==> src/dma_irq_pkg.sv <==
`default_nettype none
package dma_irq_pkg;
  localparam int NUM_CHAN = 4;
  localparam int ADR_W = 8;
  localparam int DAT_W = 32;
  // ********************************************************
  // Register map, word indices within a channel, byte addresses for shared registers
  // ********************************************************
  localparam logic [2:0] REG_CTRL = 3'h0;
  localparam logic [2:0] REG_STAT = 3'h1;
  localparam logic [2:0] REG_DEVC = 3'h2;
  localparam logic [2:0] REG_OPC = 3'h3;
  localparam logic [2:0] REG_ERR = 3'h4;
  localparam logic [7:0] ADR_IRQ_STAT = 8'h80;
  localparam logic [7:0] ADR_IRQ_MASK = 8'h84;
  // ********************************************************
  // Field positions
  // ********************************************************
  localparam int CTRL_INT = 0;
  localparam int CTRL_STR = 1;
  localparam int CTRL_CHAIN = 2;
  localparam int CTRL_CONT = 4;
  localparam int ST_COC = 7;
  localparam int ST_BTC = 6;
  localparam int ST_NDT = 5;
  localparam int ST_ERR = 4;
  localparam int ST_ACT = 3;
  localparam int ST_PCT = 1;
  localparam int ST_PCS = 0;
  localparam int DEVC_PCL = 0;
  localparam int DEVC_DEVICE_TYPE_BITS = 4;
  localparam int OPC_REQUEST_GEN_BITS_H = 1;
  // ********************************************************
  // Codes and timing
  // ********************************************************
  localparam logic [7:0] CER_NONE = 8'h00;
  localparam logic [7:0] CER_BUS = 8'h09;
  localparam logic [7:0] CER_EXT_ABORT = 8'h10;
  localparam logic [1:0] CHAIN_NONE = 2'h0;
  localparam logic [1:0] CHAIN_ARRAY = 2'h2;
  localparam logic [1:0] CHAIN_LINKED = 2'h3;
  localparam logic [1:0] DEVICE_TYPE_BITS_NATIVE = 2'h0;
  localparam logic [1:0] DEVICE_TYPE_BITS_SYNC = 2'h1;
  localparam logic [1:0] DEVICE_TYPE_BITS_ACK = 2'h2;
  localparam logic [1:0] DEVICE_TYPE_BITS_ACK_RDY = 2'h3;
  localparam logic [5:0] START_CLK_NONE = 6'd39;
  localparam logic [5:0] START_CLK_ARRAY = 6'd59;
  localparam logic [5:0] START_CLK_LINKED = 6'd61;
  typedef enum logic [1:0] {
    PCL_STATUS = 2'b00,
    PCL_STATUS_IRQ = 2'b01,
    PCL_START_PULSE = 2'b10,
    PCL_ABORT = 2'b11
  } pcl_mode_type;
  typedef enum logic [1:0] {
    CH_IDLE = 2'b00,
    CH_STARTING = 2'b01,
    CH_ACTIVE = 2'b10
  } chan_state_type;
endpackage
`default_nettype wire

==> src/pcl_event_if.sv <==
`default_nettype none
interface pcl_event_if;
  import dma_irq_pkg::*;
  logic [NUM_CHAN-1:0] level;
  logic [NUM_CHAN-1:0] fall;
  modport src (output level, output fall);
  modport dst (input level, input fall);
endinterface
`default_nettype wire

==> src/dma_channel_irq.sv <==
// Summary of operation
// - Interrupt request stays low while any enabling condition holds.
// - Clearing the enable bit or writing FF to status drops request.
// - Request low on completion, block done, or line transition terms.
// - Continue mode sets block-done flag after first block ends.
// - Chaining modes set only completion, at the last block.
// - Line function chosen by line-function and device-type bits.
// - Function 00 status input, 01 status with interrupt, any type.
// - Start pulse barred for sync, ack-ready and native auto-request.
// - External abort barred for sync and ack-ready types.
// - Status mode sets line-transition flag on falling line.
// - Status-with-interrupt mode falling line raises request if enabled.
// - Start-pulse mode drives negative pulse after start processing.
// - Abort mode stops transfer, records abort code, sets error.
// - Start to pulse: 39, 59 or 61 clocks by chaining mode.
// - Bus error stops transfer, sets completion and error flags.
//
// Chosen here: the Wishbone register port and the register addresses.
`default_nettype none
module dma_channel_irq (
  input wire logic clock_in,
  input wire logic rst_in,
  input wire logic wb_cyc_in,
  input wire logic wb_stb_in,
  input wire logic wb_we_in,
  input wire logic [dma_irq_pkg::ADR_W-1:0] wb_adr_in,
  input wire logic [3:0] wb_sel_in,
  input wire logic [dma_irq_pkg::DAT_W-1:0] wb_dat_in,
  output logic [dma_irq_pkg::DAT_W-1:0] wb_dat_out,
  output logic wb_ack_out,
  input wire logic [dma_irq_pkg::NUM_CHAN-1:0] pcl_in,
  output logic [dma_irq_pkg::NUM_CHAN-1:0] pcl_out,
  output logic [dma_irq_pkg::NUM_CHAN-1:0] pcl_oe_out,
  input wire logic [dma_irq_pkg::NUM_CHAN-1:0] block_end_in,
  input wire logic [dma_irq_pkg::NUM_CHAN-1:0] last_block_in,
  input wire logic [dma_irq_pkg::NUM_CHAN-1:0] dev_done_in,
  input wire logic [dma_irq_pkg::NUM_CHAN-1:0] bus_error_in,
  output logic [dma_irq_pkg::NUM_CHAN-1:0] chan_active_out,
  output logic [dma_irq_pkg::NUM_CHAN-1:0] chan_stop_out,
  output logic int_req_n_out,
  output logic irq_out
);
  import dma_irq_pkg::*;

  // ********************************************************
  // Bus slave
  // ********************************************************
  logic bus_req, bus_wr, lane0;
  logic [NUM_CHAN-1:0] irq_cond, irq_stat_q, irq_mask_q;
  logic [NUM_CHAN-1:0] act_vec, stop_vec, pcl_o_vec, pcl_oe_vec;
  logic [DAT_W-1:0] chan_rd [NUM_CHAN];
  logic [DAT_W-1:0] rd_data;
  pcl_event_if pcl_ev ();

  assign bus_req = wb_cyc_in && wb_stb_in && !wb_ack_out;
  assign bus_wr = bus_req && wb_we_in;
  assign lane0 = wb_sel_in[0];

  function automatic logic chan_hit(input logic [ADR_W-1:0] adr,
                                    input int ch, input logic [2:0] rg);
    chan_hit = !adr[7] && (adr[6:5] == 2'(ch)) && (adr[4:2] == rg)
               && (adr[1:0] == 2'b00);
  endfunction

  always_comb begin
    rd_data = '0;
    if (!wb_adr_in[7]) begin
      rd_data = chan_rd[wb_adr_in[6:5]];
    end else if (wb_adr_in == ADR_IRQ_STAT) begin
      rd_data = {{(DAT_W-NUM_CHAN){1'b0}}, irq_stat_q};
    end else if (wb_adr_in == ADR_IRQ_MASK) begin
      rd_data = {{(DAT_W-NUM_CHAN){1'b0}}, irq_mask_q};
    end
  end

  // Unmapped addresses still answer, reading zero
  always_ff @(posedge clock_in or posedge rst_in) begin
    if (rst_in) begin
      wb_ack_out <= 1'b0;
      wb_dat_out <= '0;
    end else begin
      wb_ack_out <= bus_req;
      if (bus_req && !wb_we_in) begin
        wb_dat_out <= rd_data;
      end
    end
  end

  // ********************************************************
  // Line synchroniser
  // ********************************************************
  pcl_sync u_sync (
    .clock_in(clock_in),
    .rst_in(rst_in),
    .pcl_in(pcl_in),
    .ev(pcl_ev.src)
  );

  // ********************************************************
  // Channels
  // ********************************************************
  genvar ch;
  for (ch = 0; ch < NUM_CHAN; ch++) begin : g_chan
    logic wr_ctrl, wr_stat, wr_devc, wr_opc;
    logic int_en_q, cont_q, str_q, request_gen_bits_h_q, pulse_q;
    logic [1:0] chain_q, device_type_bits_q;
    pcl_mode_type mode_q;
    logic [7:0] cer_q;
    logic coc_q, btc_q, ndt_q, err_q, pct_q;
    chan_state_type state_q;
    logic start_wr, timer_done, start_ok, abort_ok, busy;
    logic abort_ev, end_ev, stop_ev, pct_irq;
    logic [7:0] clr;

    assign wr_ctrl = bus_wr && lane0 && chan_hit(wb_adr_in, ch, REG_CTRL);
    assign wr_stat = bus_wr && lane0 && chan_hit(wb_adr_in, ch, REG_STAT);
    assign wr_devc = bus_wr && lane0 && chan_hit(wb_adr_in, ch, REG_DEVC);
    assign wr_opc = bus_wr && lane0 && chan_hit(wb_adr_in, ch, REG_OPC);
    assign clr = wr_stat ? wb_dat_in[7:0] : 8'h00;
    assign busy = (state_q != CH_IDLE);
    assign start_wr = wr_ctrl && wb_dat_in[CTRL_STR] && !busy;

    assign start_ok = (mode_q == PCL_START_PULSE) && (device_type_bits_q != DEVICE_TYPE_BITS_SYNC)
                      && (device_type_bits_q != DEVICE_TYPE_BITS_ACK_RDY)
                      && !((device_type_bits_q == DEVICE_TYPE_BITS_NATIVE) && !request_gen_bits_h_q);
    assign abort_ok = (mode_q == PCL_ABORT) && (device_type_bits_q != DEVICE_TYPE_BITS_SYNC)
                      && (device_type_bits_q != DEVICE_TYPE_BITS_ACK_RDY);
    assign abort_ev = abort_ok && pcl_ev.fall[ch] && busy;
    assign end_ev = (state_q == CH_ACTIVE) && block_end_in[ch]
                    && last_block_in[ch];
    assign stop_ev = abort_ev || bus_error_in[ch] && busy
                     || dev_done_in[ch] && busy;

    chan_start_timer u_timer (
      .clock_in(clock_in),
      .rst_in(rst_in),
      .load_in(start_wr),
      .cancel_in(stop_ev),
      // Same write may carry the chain code, chain_q lags a cycle
      .chain_in(wb_dat_in[CTRL_CHAIN +: 2]),
      .done_out(timer_done)
    );

    always_ff @(posedge clock_in or posedge rst_in) begin
      if (rst_in) begin
        int_en_q <= 1'b0;
        cont_q <= 1'b0;
        chain_q <= CHAIN_NONE;
      end else if (wr_ctrl) begin
        int_en_q <= wb_dat_in[CTRL_INT];
        cont_q <= wb_dat_in[CTRL_CONT];
        if (!busy) begin
          chain_q <= wb_dat_in[CTRL_CHAIN +: 2];
        end
      end
    end

    always_ff @(posedge clock_in or posedge rst_in) begin
      if (rst_in) begin
        mode_q <= PCL_STATUS;
        device_type_bits_q <= DEVICE_TYPE_BITS_NATIVE;
        request_gen_bits_h_q <= 1'b0;
      end else begin
        if (wr_devc) begin
          mode_q <= pcl_mode_type'(wb_dat_in[DEVC_PCL +: 2]);
          device_type_bits_q <= wb_dat_in[DEVC_DEVICE_TYPE_BITS +: 2];
        end
        if (wr_opc) begin
          request_gen_bits_h_q <= wb_dat_in[OPC_REQUEST_GEN_BITS_H];
        end
      end
    end

    always_ff @(posedge clock_in or posedge rst_in) begin
      if (rst_in) begin
        state_q <= CH_IDLE;
        str_q <= 1'b0;
      end else begin
        case (state_q)
          CH_IDLE: begin
            if (start_wr) begin
              state_q <= CH_STARTING;
              str_q <= 1'b1;
            end
          end
          CH_STARTING: begin
            if (stop_ev) begin
              state_q <= CH_IDLE;
              str_q <= 1'b0;
            end else if (timer_done) begin
              state_q <= CH_ACTIVE;
              str_q <= 1'b0;
            end
          end
          CH_ACTIVE: begin
            if (stop_ev || end_ev) begin
              state_q <= CH_IDLE;
            end
          end
          default: begin
            state_q <= CH_IDLE;
            str_q <= 1'b0;
          end
        endcase
      end
    end

    always_ff @(posedge clock_in or posedge rst_in) begin
      if (rst_in) begin
        pulse_q <= 1'b0;
      end else begin
        pulse_q <= timer_done && start_ok && (state_q == CH_STARTING);
      end
    end
    assign pcl_o_vec[ch] = !pulse_q;
    assign pcl_oe_vec[ch] = start_ok;

    always_ff @(posedge clock_in or posedge rst_in) begin
      if (rst_in) begin
        cer_q <= CER_NONE;
      end else if (abort_ev) begin
        cer_q <= CER_EXT_ABORT;
      end else if (bus_error_in[ch] && busy) begin
        cer_q <= CER_BUS;
      end else if (start_wr) begin
        cer_q <= CER_NONE;
      end
    end

    // completion at last block, or on any stop: error, abort, device done
    always_ff @(posedge clock_in or posedge rst_in) begin
      if (rst_in) begin
        coc_q <= 1'b0;
      end else begin
        coc_q <= end_ev || stop_ev || (coc_q && !clr[ST_COC]);
      end
    end

    always_ff @(posedge clock_in or posedge rst_in) begin
      if (rst_in) begin
        btc_q <= 1'b0;
      end else begin
        btc_q <= ((state_q == CH_ACTIVE) && block_end_in[ch]
                  && !last_block_in[ch] && cont_q
                  && (chain_q == CHAIN_NONE))
                 || (btc_q && !clr[ST_BTC]);
      end
    end

    always_ff @(posedge clock_in or posedge rst_in) begin
      if (rst_in) begin
        ndt_q <= 1'b0;
      end else begin
        ndt_q <= (dev_done_in[ch] && busy) || (ndt_q && !clr[ST_NDT]);
      end
    end

    always_ff @(posedge clock_in or posedge rst_in) begin
      if (rst_in) begin
        err_q <= 1'b0;
      end else begin
        err_q <= abort_ev || (bus_error_in[ch] && busy)
                 || (err_q && !clr[ST_ERR]);
      end
    end

    always_ff @(posedge clock_in or posedge rst_in) begin
      if (rst_in) begin
        pct_q <= 1'b0;
      end else begin
        pct_q <= (pcl_ev.fall[ch] && !mode_q[1])
                 || (pct_q && !clr[ST_PCT]);
      end
    end

    // request terms, line term only in interrupt mode
    assign pct_irq = pct_q && (mode_q == PCL_STATUS_IRQ);
    assign irq_cond[ch] = int_en_q && ((coc_q && !busy)
                          || (btc_q && busy && !coc_q && !ndt_q && !err_q)
                          || (pct_irq && !coc_q && !btc_q && !ndt_q
                              && !err_q));
    assign act_vec[ch] = busy;
    assign stop_vec[ch] = stop_ev;
    assign chan_rd[ch] =
      chan_hit(wb_adr_in, ch, REG_CTRL) ?
        {27'h0, cont_q, chain_q, str_q, int_en_q} :
      chan_hit(wb_adr_in, ch, REG_STAT) ?
        {24'h0, coc_q, btc_q, ndt_q, err_q, busy, 1'b0, pct_q,
         pcl_ev.level[ch]} :
      chan_hit(wb_adr_in, ch, REG_DEVC) ?
        {26'h0, device_type_bits_q, 2'b00, mode_q} :
      chan_hit(wb_adr_in, ch, REG_OPC) ? {30'h0, request_gen_bits_h_q, 1'b0} :
      chan_hit(wb_adr_in, ch, REG_ERR) ? {24'h0, cer_q} : '0;
  end

  // ********************************************************
  // Interrupt status, mask and outputs
  // ********************************************************
  always_ff @(posedge clock_in or posedge rst_in) begin
    if (rst_in) begin
      irq_mask_q <= '0;
    end else if (bus_wr && lane0 && wb_adr_in == ADR_IRQ_MASK) begin
      irq_mask_q <= wb_dat_in[NUM_CHAN-1:0];
    end
  end

  // Set wins over a clear landing in the same cycle
  always_ff @(posedge clock_in or posedge rst_in) begin
    if (rst_in) begin
      irq_stat_q <= '0;
    end else if (bus_wr && lane0 && wb_adr_in == ADR_IRQ_STAT) begin
      irq_stat_q <= irq_cond | (irq_stat_q & ~wb_dat_in[NUM_CHAN-1:0]);
    end else begin
      irq_stat_q <= irq_cond | irq_stat_q;
    end
  end

  // level request while any condition holds
  always_ff @(posedge clock_in or posedge rst_in) begin
    if (rst_in) begin
      int_req_n_out <= 1'b1;
      irq_out <= 1'b0;
    end else begin
      int_req_n_out <= ~|irq_cond;
      irq_out <= |(irq_stat_q & irq_mask_q);
    end
  end

  always_ff @(posedge clock_in or posedge rst_in) begin
    if (rst_in) begin
      pcl_out <= '1;
      pcl_oe_out <= '0;
      chan_active_out <= '0;
      chan_stop_out <= '0;
    end else begin
      pcl_out <= pcl_o_vec;
      pcl_oe_out <= pcl_oe_vec;
      chan_active_out <= act_vec;
      chan_stop_out <= stop_vec;
    end
  end
endmodule
`default_nettype wire

==> src/pcl_sync.sv <==
`default_nettype none
module pcl_sync (
  input wire logic clock_in,
  input wire logic rst_in,
  input wire logic [dma_irq_pkg::NUM_CHAN-1:0] pcl_in,
  pcl_event_if.src ev
);
  import dma_irq_pkg::*;
  genvar i;
  for (i = 0; i < NUM_CHAN; i++) begin : g_bit
    logic s1_q, s2_q, s3_q, stable_q, fall_q;
    always_ff @(posedge clock_in or posedge rst_in) begin
      if (rst_in) begin
        s1_q <= 1'b1;
        s2_q <= 1'b1;
        s3_q <= 1'b1;
      end else begin
        s1_q <= pcl_in[i];
        s2_q <= s1_q;
        s3_q <= s2_q;
      end
    end
    // Level counts only once the last two stages agree
    always_ff @(posedge clock_in or posedge rst_in) begin
      if (rst_in) begin
        stable_q <= 1'b1;
        fall_q <= 1'b0;
      end else begin
        fall_q <= stable_q && (s2_q == s3_q) && !s3_q;
        if (s2_q == s3_q) begin
          stable_q <= s3_q;
        end
      end
    end
    assign ev.level[i] = stable_q;
    assign ev.fall[i] = fall_q;
  end
endmodule
`default_nettype wire

==> src/chan_start_timer.sv <==
`default_nettype none
module chan_start_timer (
  input wire logic clock_in,
  input wire logic rst_in,
  input wire logic load_in,
  input wire logic cancel_in,
  input wire logic [1:0] chain_in,
  output logic done_out
);
  import dma_irq_pkg::*;
  logic [5:0] count_q;
  logic run_q;

  function automatic logic [5:0] start_clocks(input logic [1:0] chain);
    case (chain)
      CHAIN_ARRAY: start_clocks = START_CLK_ARRAY;
      CHAIN_LINKED: start_clocks = START_CLK_LINKED;
      default: start_clocks = START_CLK_NONE;
    endcase
  endfunction

  // Counts from the write edge, pulse on the last count.
  // Chain code is read only at load, from the write data itself
  always_ff @(posedge clock_in or posedge rst_in) begin
    if (rst_in) begin
      count_q <= 6'h00;
      run_q <= 1'b0;
      done_out <= 1'b0;
    end else begin
      done_out <= run_q && (count_q == 6'h01);
      if (load_in) begin
        count_q <= start_clocks(chain_in) - 6'h01;
        run_q <= 1'b1;
      end else if (cancel_in || (run_q && count_q == 6'h01)) begin
        run_q <= 1'b0;
        count_q <= 6'h00;
      end else if (run_q) begin
        count_q <= count_q - 6'h01;
      end
    end
  end
endmodule
`default_nettype wire

==> config.mk <==
export PLATFORM = sky130hd
export DESIGN_NAME = dma_channel_irq
export DESIGN_NICKNAME = d
export VERILOG_FILES = /design/src/dma_irq_pkg.sv /design/src/pcl_event_if.sv /design/src/dma_channel_irq.sv /design/src/pcl_sync.sv /design/src/chan_start_timer.sv
export SDC_FILE = /design/constraint.sdc
export NUM_CORES = 1
export LEC_CHECK = 0
export BUFFER_PORTS_ARGS = -buffer_cell sky130_fd_sc_hd__buf_2
export CORE_UTILIZATION = 35
export DETAILED_ROUTE_END_ITERATION = 7
export PLACE_DENSITY = 0.51
export SYNTH_ARGS = -nofsm -noshare
export SYNTH_HDL_FRONTEND = slang
export SYNTH_HIERARCHICAL = 1
export SYNTH_SLANG_ARGS = --single-unit
==> constraint.sdc <==
create_clock -name clock_in -period 4.9 [get_ports clock_in]
set_clock_uncertainty 0.15 [all_clocks]
set_input_delay 1.47 -clock clock_in [delete_from_list [all_inputs] [get_ports clock_in]]
set_output_delay 1.47 -clock clock_in [all_outputs]
set_load 0.01 [all_outputs]
[Yosys cells after proc, flatten, opt, wreduce, memory -nomap -nowiden]
Index checks and enable logic that the tools add are counted.
Word-level totals
  input bits: 69
  bits in latches: 0
  memory bits (read-only): 0
  bits in writable memories: 0
  memories: 0
  flip-flop bits (word level): 215
  word-level logic and storage cells: 668
  output and inout bits: 51
Operators by class
  shifts and indexed selects: 0
  reduce and logical (&&, ||, !) cells: 380
  multiply operators: 0
  bitwise operators: 14
  equal/unequal tests: 59
  muxes and demuxes: 104
  divide/modulo/power cells: 0
  add/subtract/negate cells: 8
  order comparisons: 1
Operators with widths (number)
  $mux 8: 36
  $logic_and 1x1->1: 223
  $mux 32: 3
  $mux 6: 16
  $logic_not 1->1: 68
  $bmux 32 s2: 1
  $sub 6x1->6 const B: 8
  $logic_or 1x1->1: 44
  $eq 2x2->1 const B: 16
  $mux 2: 16
  $logic_not 2->1: 14
  $eq 6x1->1 const B: 4
  $pmux 2 s3: 4
  $reduce_and 3->1: 8
  $reduce_bool 3->1: 8
  $mux 1: 20
  $eq 2x1->1 const B: 9
  $ne 2x2->1 const B: 9
  $eq 8x8->1 const B: 2
  $reduce_bool 2->1: 8
  $ne 2x1->1 const B: 7
  $mux 4: 3
  $ne 3x2->1 const B: 4
  $pmux 1 s3: 4
  14 further kinds: 31

[Longest topological paths before layout]
Gate-level depths: netlist of run 1.
  depth after elaboration: 13
  depth in mapped cells: 11
  mapped depth without buffers: 8

[By module]
The synthesis of run 1 kept the hierarchy.
By module, submodules not included
  dma_channel_irq: sequential area each 2884.0 µm², times used 1, area an instance 5958.2 µm², cells an instance 586
  chan_start_timer: sequential area each 200.2 µm², times used 4, area an instance 465.4 µm², cells an instance 48
  pcl_sync: sequential area each 520.5 µm², times used 1, area an instance 659.4 µm², cells an instance 37

[Worst setup path after synthesis of run 1]
Ideal clock, no wire load.
  path type: in2reg
  start point: input wb_adr_in[4] (netlist name)
  end point: register g_chan[0].u_timer.count_q[3]
  cell stages on the path: 11
  required time: 4.629 ns
  arrival time: 3.705 ns
  path buffers: 3
  library setup time: 0.121 ns
  path slack: 0.923 ns
  path through: or3_1 -> buf_2 -> nor4b_1 -> buf_2 -> buf_2 -> nand4_1 -> inv_1 -> nor3_1 -> nand2b_1 -> o21ba_2 -> o22a_1
On the way
  word-level cells in the longest chain between the ends: 7
  elaborated cells between the ends (all ways): 8
  those cells by class: mux (1); reduce/logical (7)
RTL lines
  from (decl): line dma_channel_irq.sv:26  | input wire logic [dma_irq_pkg::ADR_W-1:0] wb_adr_in,
  $logic_not 3->1 *: line dma_channel_irq.sv:61  | chan_hit = !adr[7] && (adr[6:5] == 2'(ch)) && (adr[4:2] == rg)
  $logic_and 1x1->1 *: line dma_channel_irq.sv:61
  $logic_and 1x1->1 *: line dma_channel_irq.sv:62  | && (adr[1:0] == 2'b00);
  $logic_and 1x1->1 *: line dma_channel_irq.sv:115  | assign wr_ctrl = bus_wr && lane0 && chan_hit(wb_adr_in, ch, REG_CTRL);
  $logic_and 1x1->1 * (2 in series): line dma_channel_irq.sv:121  | assign start_wr = wr_ctrl && wb_dat_in[CTRL_STR] && !busy;
  via g_chan[0].start_wr: line dma_channel_irq.sv:111  | logic start_wr, timer_done, start_ok, abort_ok, busy;
  $reduce_bool 3->1 (no line) or $mux 6 (tied branches)
  to (signal assigned): line chan_start_timer.sv:32  | count_q <= start_clocks(chain_in) - 6'h01;
  to (signal assigned): line chan_start_timer.sv:38  | count_q <= count_q - 6'h01;
  to (decl): line chan_start_timer.sv:11  | logic [5:0] count_q;
The timed path passes the listed nets; every way through them passes the cells marked *.
A chain may end at the register's enable or synchronous reset.

[Worst setup path in the final report of run 1]
  start point: input wb_adr_in[4] (netlist name)
  end point: register g_chan[2].u_timer.count_q[3]
On the way
  word-level cells in the longest chain between the ends: 7
  elaborated cells between the ends (all ways): 8
  those cells by class: mux (1); reduce/logical (7)
RTL lines (line)
  $logic_not 3->1 *: dma_channel_irq.sv:61
  $logic_and 1x1->1 *: dma_channel_irq.sv:61
  $logic_and 1x1->1 *: dma_channel_irq.sv:62
  $logic_and 1x1->1 *: dma_channel_irq.sv:115
  $logic_and 1x1->1 * (2 in series): dma_channel_irq.sv:121
  via g_chan[2].start_wr: dma_channel_irq.sv:111
  $reduce_bool 3->1 (no line) or $mux 6 (tied branches)
  to (signal assigned): chan_start_timer.sv:32
  to (signal assigned): chan_start_timer.sv:38
  to (decl): chan_start_timer.sv:11
Marks and branches as above.

==> summary.txt, run 1 <==
Status = complete, no violations
Async set-or-reset flop fraction in the synthesized netlist = 100.0%
Yosys top cell by area = dfrtp_1
# port buffers = 68
Nets = 968
Fin. Hold Viols = 0
Antenna violations before repair = 0
Crit path launch type = input pin
CP Data Required Time = 5070 ps
Post-synthesis sequential area ratio = 49.59%
H-tree depth = 4
GRT overflow = 0
Critical path fanouts, max = 25
Iteration-0 DRC Markers = 644
Mapped Cells = 815
Yosys warning count = 6
CP Class = input pin to register
First-pass GRT wire length = 38700 um
Crit-path leading delay family = simple AND/OR/NAND/NOR gates
P&R area growth vs syn = 14.71%
CP Capture Type = register
Antenna diodes = 0
Avg Cell Area, Syn = 10.40 um^2
Starting density of the core = 35.91%
Worst-Margin Slew = 770.9 ps
Max-cap violations = 0
EDFF count, synth = 0
Final HPWL DP = 17670 um
Slowest CP cell = or3_1
Layout cell share with drive strength beyond 1 = 25.11%
Num CTS Buffers = 17
Slew margin rel. = 47.28%
Die extent in y = 157.7 um
# hold bufs at CTS = 0
Post-detailed-route DRC marker count = 0
Slew Viols, Final = 0
Setup WS pre-CTS = 643.1 ps
Root Buffer = clkbuf_16
Worst-Skew Late Latency = 440 ps
Final wirelength = 24550 um
RSZ-0062 raised after global routing = no
Router iterations before antenna repair = 6
CTS tree = done
Leakage = 0.004296 uW
Core region area = 23610 um^2
Post-cts resize count = 0
I/O pin cnt = 120
Largest net degree at the start of global routing = 62
Arrival time at the worst endpoint = 4010 ps
Fmax = 260.6 MHz
Post-Syn Area = 8479 um^2
Routability Congestion = 0.9258
Min Hold Slack = 201.8 ps
HP Class = register to register
PD cells = 332.3 nW/um^2
Top post-synthesis cells by area = dfrtp_1 (43%), dfstp_2 (6.5%), mux2_2 (5.3%), nand2_1 (3.6%), buf_4 (2.8%)
Remaining antenna violation count after routing = 0
Std cell rows = 56
Via density = 5.414
Main synth FF type = dfrtp_1
Area of the die = 24850 um^2
Min cycle time layout = 3837 ps
CP Cell Sequence = buf_2 > or3_1 > nor4b_2 > buf_4 > and4_1 > nor3_1 > nand2b_1 > o21ba_2 > o22a_1
Peak VDD IR = 210.1 uV
Clk buf depth = 2
Final WS setup = 1063 ps
Max incr delay on CP = 460 ps
Sum of negative setup slack = 0 ps
Setup bufs post-CTS = 0
WP buf/inv = 2
Final setup viols = 0
GRT Total Usage = 21.04%
Synth Register Bits = 167
Yosys top cell area share = 43.09%
Fin crit share = 78.30%
Routed WL per cell = 20.07 um
Vias in the first global route = 6456
Synth unique cells = 73
Clock-pin slew on the worst setup and hold paths = 70 ps
Fillers = 2375
Via Count = 6621
Num Clock Sinks = 167
Die width = 157.7 um
==> final timing paths <==
check / from / endpoint / slack, ps / depth (start not counted)
max: wb_adr_in[4] / g_chan[2].u_timer/count_q[3] / 1060 / 9
min: g_chan[0].pulse_q / pcl_out[0] / 200 / 1
max reg2reg: wb_ack_out / g_chan[2].u_timer/count_q[3] / 2160 / 8
min reg2reg: g_chan[0].pulse_q / pcl_out[0] / 200 / 1
max in group asynchronous: rst_in / pcl_out[0] / 2620 / 3
min in group asynchronous: rst_in / g_chan[3].u_timer/run_q / 980 / 2
==> Yosys cell counts, types with 5 or more instances <==
master and n:
dfrtp_1 146, nand2_1 81, inv_1 51, nor2_1 45, a21oi_1 42, mux2_2 40, buf_4 32, nor3_1 25
o21ai_0 24, nand2b_1 23, dfstp_2 21, a22o_1 14, clkbuf_1 14, nand3_1 14, a31oi_1 10, nand3b_1 10
nor4_1 10, o21bai_1 9, a221o_1 8, and3_2 8, ha_1 8, nor3b_1 8, o22a_1 8, a22oi_1 7
or3_1 7, a2bb2oi_1 6, nand4b_1 6, a211o_1 5, a221oi_1 5, and3_1 5, nor4b_1 5, o2111ai_1 5
o211ai_1 5, o21a_1 5, o31ai_1 5
==> report_power, final <==
part           internal, uW  total, uW  switching (uW)
logic                   135        356             221
clock network           723       1330             603
registers              1460       1550            87.4
==> registers in the layout, indices dropped and copies added (netlist names), 8 cells and up <==
name                       cells
g_chan.u_timer/count_q        24
g_chan.state_q                 8
g_chan.chain_q                 8
wb_dat_out                     8
g_chan.mode_q                  8
g_chan.cer_q                   8
g_chan.device_type_bits_q      8
==> cells in the final DEF, fill, tap and decap left out, types with 5 or more instances in the layout <==
| cell | count |
|---|---|
| nor3_1 | 25 |
| nand3_1 | 14 |
| nor2_1 | 45 |
| a2bb2oi_1 | 6 |
| or3_1 | 7 |
| and3_1 | 5 |
| clkbuf_16 | 18 |
| dfrtp_1 | 146 |
| nand2b_1 | 23 |
| a21oi_1 | 42 |
| a211o_1 | 5 |
| nand4b_1 | 6 |
| a22oi_1 | 7 |
| a221o_1 | 8 |
| nand3b_1 | 10 |
| mux2_2 | 40 |
| a22o_1 | 14 |
| buf_2 | 68 |
| inv_6 | 5 |
| conb_1 | 24 |
| a31oi_1 | 10 |
| o211ai_1 | 5 |
| nor3b_1 | 8 |
| and3_2 | 8 |
| ha_1 | 8 |
| nor4_1 | 10 |
| o22a_1 | 8 |
| a221oi_1 | 5 |
| o2111ai_1 | 5 |
| nand2_1 | 81 |
| o21ai_0 | 24 |
| o31ai_1 | 5 |
| inv_1 | 50 |
| buf_4 | 18 |
| o21bai_1 | 9 |
| dfstp_2 | 21 |
| o21a_1 | 5 |
==> layer usage <==
metal,global-route usage [%],share of wire (%)
met3,4.216,5.4
met2,31.80,45
met5,0,0
met1,30.18,48
met4,6.288,1.4
==> worst register-to-register path: cells and delay by family (launching register included) <==
kind                   cells  cell delay, ps
AOI/OAI and AO/OA          2             390
buffers and inverters      1             290
DFF                        1             370
and+or+nand+nor            5            1440
==> through the flow <==
step	area (um^2)	total power [uW]	util [%]	cells
global placement	9145	1925	38.73	1191
global route	9727	3383	41.19	1223
CTS	9727	3265	41.19	1223
floorplan	8566	1811	-	838
finish	9727	3232	41.19	1223
detailed placement	9145	1930	38.73	1191
==> cell families (layout without fill, tap and decap cells) <==
group | count (synthesis) | after routing | share of synthesized area [%]
mux | 45 | 45 | 6.345
fa+ha+maj | 12 | 12 | 1.712
compound gates | 202 | 202 | 17.22
flops | 167 | 167 | 49.59
simple gates | 280 | 280 | 18.59
xor+xnor | 4 | 4 | 0.4131
buf+inv | 104 | 170 | 6.079
other cells | 1 | 24 | 0.04422
==> cell type report <==
class / count / area [um^2] / area share [%]
Clock buffer: 20 / 478.0 / 4.914
Clock inverter: 12 / 103.9 / 1.068
Inverter: 51 / 193.9 / 1.994
Multi-Input combinational cell: 567 / 3851 / 39.59
Sequential cell: 167 / 4205 / 43.23
Tap cell: 319 / 399.1 / 4.103
Timing Repair Buffer: 87 / 495.5 / 5.094
(Power assumes the default switching activity.)
==> inputs of run 2 (changes only) <==
Settings changed: PLACE_DENSITY 0.51 to 0.53.
Clock period 4.9 ns to 3.3 ns, I/O delays scaled along.
==> summary.txt, run 2 (synthesis results as in run 1) <==
Critical path fanouts, max = 6 (was 25)
HP Class = register to register (unchanged)
WL met3 = 1321 um (was 1322 um)
Max-cap violations = 0 (unchanged)
Leakage = 0.004502 uW (was 0.004296 uW)
Largest net degree at the start of global routing = 60 (was 62)
Routability Congestion = 0.9424 (was 0.9258)
Slowest CP cell = or3_1 (unchanged)
Slew Viols, Final = 0 (unchanged)
CP Class = input pin to register (unchanged)
Largest register FFs = 24 (unchanged)
GRT Total Usage = 20.99% (was 21.04%)
P&R area growth vs syn = 18.84% (was 14.71%)
Layout cell share with drive strength beyond 1 = 28.21% (was 25.11%)
Fin. Hold Viols = 0 (unchanged)
Arrival time at the worst endpoint = 3130 ps (was 4010 ps)
# port buffers = 68 (unchanged)
Worst-Margin Slew = 766.8 ps (was 770.9 ps)
Die extent in y = 157.7 um (unchanged)
CTS tree = done (unchanged)
Status = complete, no violations (unchanged)
Starting density of the core = 35.91% (unchanged)
Peak VDD IR = 271.1 uV (was 210.1 uV)
# hold bufs at CTS = 0 (unchanged)
Std cell rows = 56 (unchanged)
H-tree depth = 4 (unchanged)
Routed WL per cell = 19.60 um (was 20.07 um)
Met1 Wirelength = 11840 um (was 11880 um)
Final wirelength = 24730 um (was 24550 um)
Num CTS Buffers = 17 (unchanged)
Register-to-Register Path Depth = 6 (was 8)
CP Cell Sequence = buf_2 > or3_1 > nor4b_4 > buf_4 > and4_1 > nor3_1 > nand2b_1 > o21ba_2 > o22a_1 (was buf_2 > or3_1 > nor4b_2 > buf_4 > and4_1 > nor3_1 > nand2b_1 > o21ba_2 > o22a_1)
Nets = 1007 (was 968)
Antenna diodes = 0 (unchanged)
CP Capture Type = register (unchanged)
Min Hold Slack = 198.8 ps (was 201.8 ps)
I/O pin cnt = 120 (unchanged)
Vias in the first global route = 6630 (was 6456)
Core region area = 23610 um^2 (unchanged)
Via density = 5.349 (was 5.414)
CP Data Required Time = 3480 ps (was 5070 ps)
Post-detailed-route DRC marker count = 0 (unchanged)
Met2 Routed Length = 10980 um (was 11000 um)
First-pass GRT wire length = 38550 um (was 38700 um)
Min cycle time layout = 2953 ps
Top layer in use = met4 (unchanged)
Die width = 157.7 um (unchanged)
Remaining antenna violation count after routing = 0 (unchanged)
Most frequent cells in the layout = dfrtp_1 (146), nand2_1 (81), buf_2 (68) (unchanged)
Router iterations before antenna repair = 5 (was 6)
Final setup viols = 0 (unchanged)
Final Non-Filler Cells = 1262 (was 1223)
Post-cts resize count = 0 (unchanged)
Root Buffer = clkbuf_16 (unchanged)
PD cells = 485.4 nW/um^2 (was 332.3 nW/um^2)
Worst-Skew Late Latency = 430 ps (was 440 ps)
Setup bufs post-CTS = 0 (unchanged)
Clock-pin slew on the worst setup and hold paths = 70 ps (about the same)
WHS Path Cells = 1 (unchanged)
Placed cell count = 1230 (was 1191)
Fmax = 338.6 MHz
Final HPWL DP = 18280 um (was 17670 um)
Antenna violations before repair = 0 (unchanged)
GRT overflow = 0 (unchanged)
Area of the die = 24850 um^2 (unchanged)
Via Count = 6751 (was 6621)
Iteration-0 DRC Markers = 398 (was 644)
Biggest register = g_chan.u_timer/count_q (unchanged)
Post-Place Cell Area = 9473 um^2 (was 9145 um^2)
Post-Layout Inst Area = 10080 um^2 (was 9727 um^2)
RSZ-0062 raised after global routing = no (unchanged)
Slew margin rel. = 48.23% (was 47.28%)
Num Clock Sinks = 167 (unchanged)
Fin crit share = 89.49%
Crit path launch type = input pin (unchanged)
Clk buf depth = 2 (unchanged)
Max incr delay on CP = 530 ps (was 460 ps)
Most common cell after layout, fill and taps aside = dfrtp_1 (unchanged)
[run 2: cell types whose count changed in the layout (fill, tap and decap cells not counted), moves of 2 or more]
cell | previous run | this run
buf_12 | 1 | 3
buf_4 | 18 | 55
bufinv_16 | 0 | 2
clkbuf_8 | 2 | 4
clkinvlp_4 | 0 | 3
inv_4 | 2 | 0
inv_6 | 5 | 1
inv_8 | 2 | 0
[run 2: final cells by class]
cell class	instances	area, um^2
clock buffer	22	484.2
inverter	51	195.2
sequential	167	4205
multi-input combinational	567	3860
fill	2283	13540
tap	319	399.1
timing repair buffer	126	813.3
clock inverter	10	120.1
[run 2: report_power, final]
part	leakage (uW)	internal, uW	switching (uW)
Clock	0.000293	1200	844
Combinational	0.00207	216	334
Sequential	0.00214	2170	127
Total	0.00450	3590	1300
[run 2: path summary, 6_finish.rpt]
kind / startpoint / to / slack, ps
setup / recovery: wb_adr_in[4] / g_chan[1].u_timer/count_q[3] / 350
hold / removal: g_chan[1].pulse_q / pcl_out[1] / 200
setup reg to reg: wb_ack_out / g_chan[1].coc_q / 790
hold reg to reg: g_chan[1].pulse_q / pcl_out[1] / 200
max in group asynchronous: rst_in / u_sync/g_bit[2].fall_q / 1850
min in group asynchronous: rst_in / g_chan[2].u_timer/count_q[2] / 460
[run 2: through the flow]
step	setup slack (ps)	total power [uW]	util, %	setup TNS, ps
after floorplan	37.14	2691	-	0
final	346.8	4892	42.68	0
after CTS	356.6	4937	42.68	0
after global routing	249.1	5104	42.68	0
after detailed placement	-96.24	2884	40.12	-430.1
after global placement	-77.37	2876	40.12	-318.2
[run 2: worst max-delay path, delay by kind of cell]
family	cells	cell delay (ps)
and+or+nand+nor	5	1450
AOI/OAI and AO/OA	2	380
buffers and inverters	2	320
[run 2: metal layers]
layer,up-vias,global-route usage (%)
met2,196,31.34
li1,3162,-
met5,-,0
met4,0,8.183
met3,35,3.750
met1,3358,30.00
